==> src/axis_stop_pkg.sv <==
// Constants and types shared by the axis stop and brake sequencer
// Summary of operation
// - Holding brake engages on reaching braked state, not on losing axis active.
// - In any stop, brake engages at standstill speed or timeout, first wins.
// - Immediate brake select: brake at once on fault or hardware disable.
// - Undervoltage mode 0: any bus undervoltage raises undervoltage fault.
// - Mode 1 (default): undervoltage while braked, no enable requested, raises only a warning.
// - Mode 1: undervoltage while enabled, or enable requested, raises fault.
// - Hardware enable removal switches power stage off at once, no ramp.
// - Safe torque off cuts power stage at once; brake on standstill/timeout.
// - Immediate brake select set: brake at once after safe torque off too.
// - Disable command, mode 0: disable at once, brake at standstill/timeout.
// - Disable command, mode 2: controlled ramp, disable, then brake.
// - Disable command behaves the same whatever its source.
// - Stop input: controlled ramp to rest, disable, engage brake if fitted.
// - Any fault opens the fault relay to drop the mains contactor.
// - Fault classes: power stage off, dynamic braking, controlled stop.
package axis_stop_pkg;
  localparam int unsigned ClkHz           = 20_000_000;
  localparam int unsigned StandstillTmoMs = 100;
  localparam int unsigned StandstillTmoCycles =
    StandstillTmoMs * (ClkHz / 1000);
  localparam int unsigned TmoWidth        = 24;
  localparam int unsigned VelWidth        = 16;
  localparam logic [1:0]  DisModeImmediate  = 2'h0;
  localparam logic [1:0]  DisModeControlled = 2'h2;
  localparam logic [1:0]  FaultClassOff     = 2'h0;
  localparam logic [1:0]  FaultClassDynamic = 2'h1;
  localparam logic [1:0]  FaultClassRamp    = 2'h2;
  localparam logic        UvModeDefault     = 1'b1;

  typedef enum logic [2:0] {
    StBraked,
    StEnabled,
    StStopping,
    StDynBrake,
    StAwaitStill
  } axis_state_t;
endpackage

==> src/axis_stop_brake_sequencer.sv <==
// Switch-off and holding brake sequencer for one servo axis
`timescale 1ns/1ps
module axis_stop_brake_sequencer #(
  parameter int unsigned StandstillTimeout =
    axis_stop_pkg::StandstillTmoCycles
) (
  // Clock and reset
  input  wire logic                        sys_clk,
  input  wire logic                        resetn,
  // Settings
  input  wire logic [1:0]                  disableModeSelect,
  input  wire logic                        brakeImmediateSelect,
  input  wire logic                        undervoltageModeSelect,
  input  wire logic                        brakeFitted,
  input  wire logic [axis_stop_pkg::VelWidth-1:0] standstillVelocityThreshold,
  // Commands and inputs
  input  wire logic                        enableRequest,
  input  wire logic                        axisDisableCommand,
  input  wire logic                        hardwareEnable,
  input  wire logic                        safeTorqueOffActive,
  input  wire logic                        stopInput,
  input  wire logic                        faultEvent,
  input  wire logic [1:0]                  faultClass,
  input  wire logic                        faultClear,
  input  wire logic                        busUndervoltage,
  input  wire logic [axis_stop_pkg::VelWidth-1:0] motorSpeedAbs,
  // Status and actuators
  output logic                             axisActive,
  output logic                             powerStageEnable,
  output logic                             rampDownRequest,
  output logic                             dynamicBrakeRequest,
  output logic                             brakeEngage,
  output logic                             faultRelayOutput,
  output logic                             readyToOperateRelay,
  output logic                             undervoltageFault,
  output logic                             undervoltageWarning,
  output logic                             faultActive,
  output axis_stop_pkg::axis_state_t       axisState
);
  typedef struct packed {
    axis_stop_pkg::axis_state_t fsm;
    logic                       pwr;
    logic                       ramp;
    logic                       dyn;
    logic                       brake;
    logic                       fault;
    logic                       uvFault;
    logic                       uvWarn;
    logic                       active;
    logic                       ready_to_operate_relay;
  } seq_state_t;

  seq_state_t st_q;
  seq_state_t st_d;

  logic timeoutHit;
  logic atStandstill;
  logic timerRun;
  logic uvFaultSet;
  logic anyFault;
  logic hardStop;

  assign atStandstill = motorSpeedAbs <= standstillVelocityThreshold;
  assign timerRun = (st_q.fsm == axis_stop_pkg::StStopping) ||
                    (st_q.fsm == axis_stop_pkg::StDynBrake) ||
                    (st_q.fsm == axis_stop_pkg::StAwaitStill);

  standstill_timer #(
    .Width (axis_stop_pkg::TmoWidth)
  ) u_timer (
    .sys_clk (sys_clk),
    .resetn  (resetn),
    .run     (timerRun),
    .limit   (axis_stop_pkg::TmoWidth'(StandstillTimeout)),
    .expired (timeoutHit)
  );

  always_comb
  begin
    uvFaultSet = 1'b0;
    if (busUndervoltage)
    begin
      if (!undervoltageModeSelect)
        uvFaultSet = 1'b1;
      else if (st_q.fsm != axis_stop_pkg::StBraked || enableRequest)
        uvFaultSet = 1'b1;
    end
  end

  assign anyFault = faultEvent || uvFaultSet;
  // Hardware disable, torque off and class-0 faults cut power without ramp
  assign hardStop = !hardwareEnable || safeTorqueOffActive ||
                    uvFaultSet ||
                    (faultEvent && faultClass == axis_stop_pkg::FaultClassOff);

  always_comb
  begin
    st_d = st_q;
    // Set wins over clear for the sticky fault flags
    if (faultClear)
    begin
      st_d.fault   = 1'b0;
      st_d.uvFault = 1'b0;
    end
    if (anyFault)
      st_d.fault = 1'b1;
    if (uvFaultSet)
      st_d.uvFault = 1'b1;
    st_d.uvWarn = busUndervoltage && undervoltageModeSelect &&
                  !uvFaultSet;
    case (st_q.fsm)
      axis_stop_pkg::StBraked:
      begin
        // Re-arms the brake if it was masked while parked
        st_d.brake = 1'b1;
        if (enableRequest && hardwareEnable && !safeTorqueOffActive &&
            !st_q.fault && !anyFault && !stopInput && !axisDisableCommand)
        begin
          st_d.fsm   = axis_stop_pkg::StEnabled;
          st_d.pwr   = 1'b1;
          st_d.brake = 1'b0;
        end
      end
      axis_stop_pkg::StEnabled, axis_stop_pkg::StStopping,
      axis_stop_pkg::StDynBrake:
      begin
        // Harshest pending stop takes over
        if (hardStop)
        begin
          st_d.fsm  = axis_stop_pkg::StAwaitStill;
          st_d.pwr  = 1'b0;
          st_d.ramp = 1'b0;
          st_d.dyn  = 1'b0;
          if (brakeImmediateSelect && (faultEvent || uvFaultSet ||
              !hardwareEnable || safeTorqueOffActive))
            st_d.brake = 1'b1;
        end
        else if (faultEvent && faultClass == axis_stop_pkg::FaultClassDynamic)
        begin
          st_d.fsm   = axis_stop_pkg::StDynBrake;
          st_d.pwr   = 1'b0;
          st_d.ramp  = 1'b0;
          st_d.dyn   = 1'b1;
          st_d.brake = brakeImmediateSelect;
        end
        else if (st_q.fsm == axis_stop_pkg::StEnabled &&
                 axisDisableCommand &&
                 disableModeSelect != axis_stop_pkg::DisModeControlled)
        begin
          st_d.fsm = axis_stop_pkg::StAwaitStill;
          st_d.pwr = 1'b0;
        end
        else if (st_q.fsm == axis_stop_pkg::StEnabled &&
                 (stopInput || faultEvent || axisDisableCommand))
        begin
          st_d.fsm  = axis_stop_pkg::StStopping;
          st_d.ramp = 1'b1;
          if (faultEvent && brakeImmediateSelect)
            st_d.brake = 1'b1;
        end
        else if (st_q.fsm != axis_stop_pkg::StEnabled &&
                 (atStandstill || timeoutHit))
        begin
          st_d.fsm   = axis_stop_pkg::StBraked;
          st_d.pwr   = 1'b0;
          st_d.ramp  = 1'b0;
          st_d.dyn   = 1'b0;
          st_d.brake = 1'b1;
        end
      end
      axis_stop_pkg::StAwaitStill:
      begin
        st_d.pwr = 1'b0;
        if (atStandstill || timeoutHit)
        begin
          st_d.fsm   = axis_stop_pkg::StBraked;
          st_d.brake = 1'b1;
        end
      end
      default:
      begin
        st_d.fsm   = axis_stop_pkg::StBraked;
        st_d.pwr   = 1'b0;
        st_d.brake = 1'b1;
      end
    endcase
    if (!brakeFitted)
      st_d.brake = 1'b0;
    st_d.active = st_d.fsm == axis_stop_pkg::StEnabled;
    st_d.ready_to_operate_relay    = !st_d.fault;
  end

  always_ff @(posedge sys_clk or negedge resetn)
  begin
    if (!resetn)
    begin
      st_q       <= '0;
      st_q.fsm   <= axis_stop_pkg::StBraked;
      st_q.brake <= 1'b1;
      st_q.ready_to_operate_relay   <= 1'b1;
    end
    else
      st_q <= st_d;
  end

  assign axisActive          = st_q.active;
  assign powerStageEnable    = st_q.pwr;
  assign rampDownRequest     = st_q.ramp;
  assign dynamicBrakeRequest = st_q.dyn;
  assign brakeEngage         = st_q.brake;
  assign faultRelayOutput    = st_q.fault;
  assign readyToOperateRelay = st_q.ready_to_operate_relay;
  assign undervoltageFault   = st_q.uvFault;
  assign undervoltageWarning = st_q.uvWarn;
  assign faultActive         = st_q.fault;
  assign axisState           = st_q.fsm;

  property p_active_drop_brake;
    @(posedge sys_clk) disable iff (!resetn)
      $fell(axisActive) && brakeFitted && brakeImmediateSelect &&
      safeTorqueOffActive |-> brakeEngage;
  endproperty
  a_active_drop_brake: assert property (p_active_drop_brake)
    else $error("brake not engaged on torque off");

  property p_standstill_brake;
    @(posedge sys_clk) disable iff (!resetn)
      st_q.fsm == axis_stop_pkg::StAwaitStill && atStandstill &&
      brakeFitted |=> brakeEngage && !axisActive;
  endproperty
  a_standstill_brake: assert property (p_standstill_brake)
    else $error("brake not engaged at standstill");

  property p_hw_enable_off;
    @(posedge sys_clk) disable iff (!resetn)
      axisActive && !hardwareEnable |=> !powerStageEnable && !rampDownRequest;
  endproperty
  a_hw_enable_off: assert property (p_hw_enable_off)
    else $error("power stage not cut on hardware disable");

  property p_sto_off;
    @(posedge sys_clk) disable iff (!resetn)
      safeTorqueOffActive |=> !powerStageEnable;
  endproperty
  a_sto_off: assert property (p_sto_off)
    else $error("power stage on during torque off");

  property p_uv_mode0;
    @(posedge sys_clk) disable iff (!resetn)
      busUndervoltage && !undervoltageModeSelect |=> undervoltageFault;
  endproperty
  a_uv_mode0: assert property (p_uv_mode0)
    else $error("undervoltage fault missing in mode 0");

  property p_uv_warn;
    @(posedge sys_clk) disable iff (!resetn)
      busUndervoltage && undervoltageModeSelect && !enableRequest &&
      st_q.fsm == axis_stop_pkg::StBraked
      |=> undervoltageWarning && !$rose(undervoltageFault);
  endproperty
  a_uv_warn: assert property (p_uv_warn)
    else $error("undervoltage warning wrong");

  property p_uv_enabled;
    @(posedge sys_clk) disable iff (!resetn)
      busUndervoltage && axisActive |=> undervoltageFault ##0 !axisActive;
  endproperty
  a_uv_enabled: assert property (p_uv_enabled)
    else $error("undervoltage while enabled not faulted");

  property p_dis_ramp;
    @(posedge sys_clk) disable iff (!resetn)
      axisActive && axisDisableCommand && hardwareEnable &&
      !safeTorqueOffActive && !faultEvent && !busUndervoltage &&
      disableModeSelect == axis_stop_pkg::DisModeControlled
      |=> rampDownRequest && powerStageEnable;
  endproperty
  a_dis_ramp: assert property (p_dis_ramp)
    else $error("controlled disable did not ramp");

  property p_fault_relay;
    @(posedge sys_clk) disable iff (!resetn)
      faultEvent |=> faultRelayOutput && !readyToOperateRelay;
  endproperty
  a_fault_relay: assert property (p_fault_relay)
    else $error("fault relay not driven on fault");
endmodule // axis_stop_brake_sequencer

==> src/standstill_timer.sv <==
// Standstill watchdog counter for one stop procedure
`timescale 1ns/1ps
module standstill_timer #(
  parameter int unsigned Width = 24
) (
  // Clock and reset
  input  wire logic             sys_clk,
  input  wire logic             resetn,
  // Control
  input  wire logic             run,
  input  wire logic [Width-1:0] limit,
  // Result
  output logic                  expired
);
  typedef struct packed {
    logic [Width-1:0] cnt;
    logic             exp;
  } tmr_state_t;

  tmr_state_t st_q;
  tmr_state_t st_d;

  always_comb
  begin
    st_d = st_q;
    if (!run)
    begin
      st_d.cnt = '0;
      st_d.exp = 1'b0;
    end
    else if (st_q.cnt >= limit)
      st_d.exp = 1'b1;
    else
      st_d.cnt = st_q.cnt + 1'b1;
  end

  always_ff @(posedge sys_clk or negedge resetn)
  begin
    if (!resetn)
      st_q <= '0;
    else
      st_q <= st_d;
  end

  assign expired = st_q.exp;
endmodule // standstill_timer

==> config.mk <==
export PLATFORM = sky130hd
export DESIGN_NAME = axis_stop_brake_sequencer
export DESIGN_NICKNAME = d
export VERILOG_FILES = /design/src/axis_stop_pkg.sv /design/src/axis_stop_brake_sequencer.sv /design/src/standstill_timer.sv
export SDC_FILE = /design/constraint.sdc
export NUM_CORES = 1
export LEC_CHECK = 0
export BUFFER_PORTS_ARGS = -buffer_cell sky130_fd_sc_hd__buf_4
export CAP_MARGIN = 20
export CORE_MARGIN = 2
export CORE_UTILIZATION = 42
export CTS_CLUSTER_SIZE = 40
export DETAILED_ROUTE_END_ITERATION = 8
export GPL_TIMING_DRIVEN = 0
export PLACE_DENSITY = 0.69
export SYNTH_ARGS = -nofsm -noshare
export SYNTH_HDL_FRONTEND = slang
export SYNTH_SLANG_ARGS = --single-unit
==> constraint.sdc <==
create_clock -name sys_clk -period 1.8 [get_ports sys_clk]
set_input_delay 0.09 -clock sys_clk [delete_from_list [all_inputs] [get_ports sys_clk]]
set_output_delay 0.09 -clock sys_clk [all_outputs]
set_load 0.02 [all_outputs]
# Word level (Yosys, flattened, before mapping)
# Index checks and enable logic that the tools add are counted.
[word_totals] output_inout_bits=13 word_cells=110 reg_bits=37
[classes] mux=28 n_lt_le_gt_ge=2 n_reduce_logical=47 n_addsub=1 eq_ne=20
[op_table] cell="two-way mux 25 bit" count=1
[op_table] cell="adder 24 x 1 -> 24 bit (second input constant)" count=1
[op_table] cell=">= comparator 24 x 21 -> 1 bit (second input constant)" count=1
[op_table] cell="two-way mux 24 bit" count=1
[op_table] cell="two-way mux 7 bit" count=3
[op_table] cell="less-or-equal comparator 16 bit" count=1
[op_table] cell="logical AND 1 bit" count=16
[op_table] cell="two-way mux 1 bit" count=15
[op_table] cell="inequality test 5 bit (second input constant)" count=3
[op_table] cell="logical OR 1 bit" count=12
[op_table] cell="inequality test 6 bit (second input constant)" count=2
[op_table] cell="one-hot mux 4 bit (3 select lines)" count=1
[op_table] cell="two-way mux 3 bit" count=3
[op_table] cell="zero test 1 bit" count=8
[op_table] cell="two-way mux 4 bit" count=2
[op_table] cell="inequality test 2 bit (second input constant)" count=4
[op_table] cell="== test 3 x 1 -> 1 bit (second input constant)" count=2
[op_table] cell="== test 3 x 2 -> 1 bit (second input constant)" count=2
[op_table] cell="inequality test 3 bit (second input constant)" count=2
[op_table] cell="AND reduction 3 bit" count=2
[op_table] cell="nonzero test 3 bit" count=2
[op_table] cell="AND reduction 5 bit" count=1
[op_table] cell="inequality test 4 bit (second input constant)" count=1
[op_table] cell="AND reduction 4 bit" count=1
[op_table] cell="11 further kinds" count=11

# Logic depth before layout (Yosys ltp)
[depth] ltp_word=13 depth_mapped=9 mapped_depth_nobuf=9

# Cells and area by module
# Synthesis repeated with hierarchy kept, for this count alone.
[unflattened] hier_cells=383 hier_area_um2=3225.6
[by_module_without_submodules] mod="standstill_timer" seq_area_each_um2=625.6 instances=1 cells_per_inst=229 area_per_inst_um2=2006.9
[by_module_without_submodules] mod="axis_stop_brake_sequencer" seq_area_each_um2=302.8 instances=1 cells_per_inst=154 area_per_inst_um2=1218.7

# Least setup slack after synthesis
# No wires, ideal clock.
[synth_timing] path_type="flip-flop to flip-flop" start="reg st_q, in the netlist axisState[1]" end="reg st_q, in the netlist brakeEngage" setup_slack_ps=-353 t_required_ps=1712 period_less_slack_ps=2153 path_buffers=1 t_arrival_ps=2065 stages_incl_launch_ff=9 path_cell_list="dfrtp_1 -> or2_1 -> buf_6 -> nand2b_4 -> or4_4 -> or4_1 -> o2111ai_1 -> and3_1 -> nor3_1"
[synth_via] elab_chain_cells=13 elab_cells_between_ends=39 classes_between="eq/ne (10); mux (10); reduce/logical (19)"
[synth_rtl] element="from (decl)" line_no="axis_stop_brake_sequencer.sv:53" rtl="seq_state_t st_q;"
[synth_rtl] element="from (signal assigned)" line_no="axis_stop_brake_sequencer.sv:203" rtl="st_q <= st_d;"
[synth_rtl] element="nonzero test 3 bit" line_no="axis_stop_brake_sequencer.sv:85" rtl="else if (st_q.fsm != axis_stop_pkg::StBraked || enableRequest)"
[synth_rtl] element="logical OR 1 bit" line_no="axis_stop_brake_sequencer.sv:85"
[synth_rtl] element="two-way mux 1 bit" line_no="axis_stop_brake_sequencer.sv:85"
[synth_rtl] element="two-way mux 1 bit" line_no="axis_stop_brake_sequencer.sv:83" rtl="if (!undervoltageModeSelect)"
[synth_rtl] element="two-way mux 1 bit" line_no="axis_stop_brake_sequencer.sv:81" rtl="if (busUndervoltage)"
[synth_rtl] element="logical OR 1 bit" line_no="axis_stop_brake_sequencer.sv:90, axis_stop_brake_sequencer.sv:134"
[synth_rtl] element="zero test 1 bit" line_no="axis_stop_brake_sequencer.sv:117" rtl="!st_q.fault && !anyFault && !stopInput && !axisDisableCommand)"
[synth_rtl] element="logical AND 1 bit (3 in series)" line_no="axis_stop_brake_sequencer.sv:117"
[synth_rtl] element="two-way mux 1 bit" line_no="axis_stop_brake_sequencer.sv:116" rtl="if (enableRequest && hardwareEnable && !safeTorqueOffActive &&"
[synth_rtl] element="one-hot mux 1 bit (3 select lines)" line_no="axis_stop_brake_sequencer.sv:111" rtl="case (st_q.fsm)"
[synth_rtl] element="two-way mux 1 bit" line_no="axis_stop_brake_sequencer.sv:187" rtl="if (!brakeFitted)"
# Several ways; a longest one is shown, not always the timed one. The select of a mux whose other input is x is not followed.
# A chain may end at the register's enable or synchronous reset.

# Worst setup path after layout
[layout_timing] start="reg u_timer.st_q[14] in the netlist's numbering" end="reg u_timer.st_q[16] in the netlist's numbering"
[layout_via] elab_chain_cells=3 elab_cells_between_ends=5 classes_between="add/sub (1); order compare (1); eq/ne (1); mux (2)"
[layout_rtl] element="from (decl)" line_no="standstill_timer.sv:20" rtl="tmr_state_t st_q;"
[layout_rtl] element="from (signal assigned)" line_no="standstill_timer.sv:42" rtl="st_q <= st_d;"
[layout_rtl] element="adder 24 x 1 -> 24 bit" line_no="standstill_timer.sv:34" rtl="st_d.cnt = st_q.cnt + 1'b1;"
[layout_rtl] element="two-way mux 24 bit" line_no="standstill_timer.sv:31" rtl="else if (st_q.cnt >= limit)"
[layout_rtl] element="two-way mux 25 bit" line_no="standstill_timer.sv:26" rtl="if (!run)"
# Several ways; a longest one is shown, not always the timed one. The select of a mux whose other input is x is not followed.

==> reports/results.ini <==
[cts]
root_buffer=clkbuf_8
clockBufferDepth=2
cts_tree=yes
clkSlewWorstSetupHoldPaths_ns=0.08
clock_latency_ns=0.29
htreeDepth=2
cts_made_buffers=5
cts_sinks=37

[worst_setup_path]
critPathBufInv=1
slowest_stage=dfrtp_1
reg2regPathDepth=7
crit_chain=nor4_4 > a21boi_1 > o211a_1 > or3b_4 > buf_4 > or3_1 > a21oi_1
crit_arrival_ns=2.37
critPathCaptureType=flop
cp.depth=7
crit_path_max_incr_delay_ns=0.43
critical_path_class=flop to flop
crit_path_start_kind=flop
reg2reg_to=u_timer.st_q[16]
regToRegStartpoint=u_timer.st_q[14]
cp_top_family=simple AND/OR/NAND/NOR gates
cp_max_fo=4
cp.required_ns=2.02
r2r_setup_slack_ns=-0.35

[logic_synthesis]
yosys.cell_types.count=56
netlist_area_mm2=0.00241
synth_enable_flop_cells=0
seq_area_frac_synth_pct=38.6
ys_warn_count=0
synth.net_count=340
ys_async_sr_fraction_pct=100
synth_ff_type=dfrtp_1
ys_ff_latch=37
avgSynthCellArea_um2=8.81
syn-instance-count=273

[layout]
fin_nets=435
final_common_cell=buf_4
area_delta_synth_final_pct=47.1
fill_cells=466
largest_reg_flops=24
top_register=u_timer.st_q
num_antenna_cells=0
layout-drive-gt1-share_pct=40.7
final_cell_mix=buf_4 (87), dfrtp_1 (30), nor2_1 (28)

[placement]
gp_congestion=0.907
dp.final_hpwl_um=4190
io_buffers=61
pre_cts_ws_ns=-0.374

[sta]
fmax_mhz=465
post-route-min-period_ns=2.15
setup_viol=23
fin_ws_ns=-0.349
final-hold-violation-count=0
fin_crit_sh_pct=119
hold_ws_ns=0.0111
maxSlewViolCount=0
worstMarginPinSlew_ns=0.475
slew_headroom_pct=68.3
grt_setup_unrepaired=yes
finClkSkew_ns=0.00438

[grt]
grt_remaining_overflow=0
antenna_found_initial=0
grt_pass1_wl_um=10500
grt_pass1_vias=2401
grt_max_degree=38
track_usage_pct=20.7

[floorplan]
top_level_ports=62
initial_utilization_pct=43.7
die_y_um=79.7
chipWidth_um=79.7
core_mm2=0.00551
dieArea_mm2=0.00635
num_rows=27

[route]
firstDrtPassIters=4
num_vias=2352
post_drt_wl_per_cell_um=14.5
drcViolationCount=0
post_drt_via_cell_ratio=5.33
ant_nets=0
drt-initial-drc-count=115
wl_um=6380

[power]
p_leak_nw=1.65
finalPower_mw=2.00
p_seq_share_pct=42.5
powerDensity_mw_per_mm2=565
power_frac_comb_pct=14.7
p_sw_share_pct=22.7
clkPwrFrac_pct=42.8
switching_power_mw=0.453
intPower_mw=1.55
irDropWorstVdd_uv=545

[min_path]
min_path_cells=3
hold_class=primary input to flop
min_to=brakeEngage
hp-start=brakeFitted

[flow_run]
maxCapViolations=0

[run_status]
violations=negative setup slack
outcome=finished, violations left

==> tightest hold or removal path, stage by stage <==
cell	delay [ns]
buf_4	0.11
o41ai_1	0.06
nor3_2	0.05
==> worst max-delay path by stage <==
stage / start / to / slack, ns
after global routing: u_timer.st_q[14] / u_timer.st_q[18] / -0.45
after detailed placement: u_timer.st_q[8] / u_timer.st_q[18] / -0.37
final: u_timer.st_q[14] / u_timer.st_q[16] / -0.35
after floorplan: axisState[0] / brakeEngage / -0.16
after global placement: u_timer.st_q[8] / u_timer.st_q[14] / -0.36
after CTS: u_timer.st_q[8] / u_timer.st_q[18] / -0.29
==> cells by family (layout without fill, tap and decap cells) <==
kind of cell	Yosys count	in the layout	share of synthesized area, %
AOI/OAI and AO/OA	54	54	14.4
xor gates and xnor gates	14	14	5.10
adders and majority gates	18	18	9.36
buffers and inverters	33	129	5.98
DFF	37	37	38.6
muxes	1	1	0.416
and+or+nand+nor	116	116	26.2
==> timing repair <==
action,in CTS,in global routing
hold endpoints to repair,35,0
buffers inserted,18,9
endpoints found under the setup margin,25,29
pin swaps,12,24
hold buffers,1,0
resized for setup,25,29
==> cell type report <==
| cell class | instances | area, µm² | share of cell area, % |
|---|---|---|---|
| plain buffers | 6 | 55.1 | 1.56 |
| clock buffers | 5 | 68.8 | 1.94 |
| clock inverters | 3 | 65.1 | 1.84 |
| inverters | 26 | 97.6 | 2.76 |
| multi-input cells | 203 | 1550 | 43.8 |
| flip-flops and latches | 37 | 935 | 26.4 |
| well taps | 72 | 90.1 | 2.55 |
| repair buffers | 89 | 678 | 19.2 |
==> layer usage <==
metal  share of wire [%]  vias up  global-route usage (%)
li1                    -     1136                       -
met1                  41     1135                    24.0
met2                  52       64                    37.1
met3                 4.7       17                    4.75
met4                 2.0        0                    7.59
met5                   0        -                       0
==> metrics by stage <==
| step | utilization [%] | TNS (ns) | area (µm²) | cells |
|---|---|---|---|---|
| after floorplan | - | -0.690 | 2430 | 273 |
| after global placement | 54.1 | -4.28 | 2980 | 406 |
| after detailed placement | 54.1 | -4.64 | 2980 | 406 |
| after CTS | 61.0 | -2.78 | 3360 | 433 |
| after global routing | 64.3 | -6.49 | 3540 | 441 |
| final | 64.3 | -4.00 | 3540 | 441 |
==> synthesized netlist by cell type, drive strengths merged, types with 6 or more instances <==
cell / instances / area (µm²)
dfrtp: 35 / 876
nor2: 33 / 124
inv: 26 / 97.6
nand2: 26 / 97.6
ha: 18 / 225
a21oi: 16 / 80.1
o21ai: 12 / 60.1
xnor2: 9 / 78.8
or3: 8 / 50.1
nor3: 7 / 45.0
nand2b: 6 / 45.0
nor2b: 6 / 37.5
==> power groups by stage <==
stage,registers [mW],logic (mW),clock network [mW]
6_report,0.850,0.294,0.855
3_5_place_dp,0.866,0.265,0
3_3_place_gp,0.866,0.259,0
2_1_floorplan,0.879,0.106,0
4_1_cts,0.849,0.276,0.870
5_1_grt,0.851,0.330,0.903
Note: power is estimated with default switching activity, not from simulation.
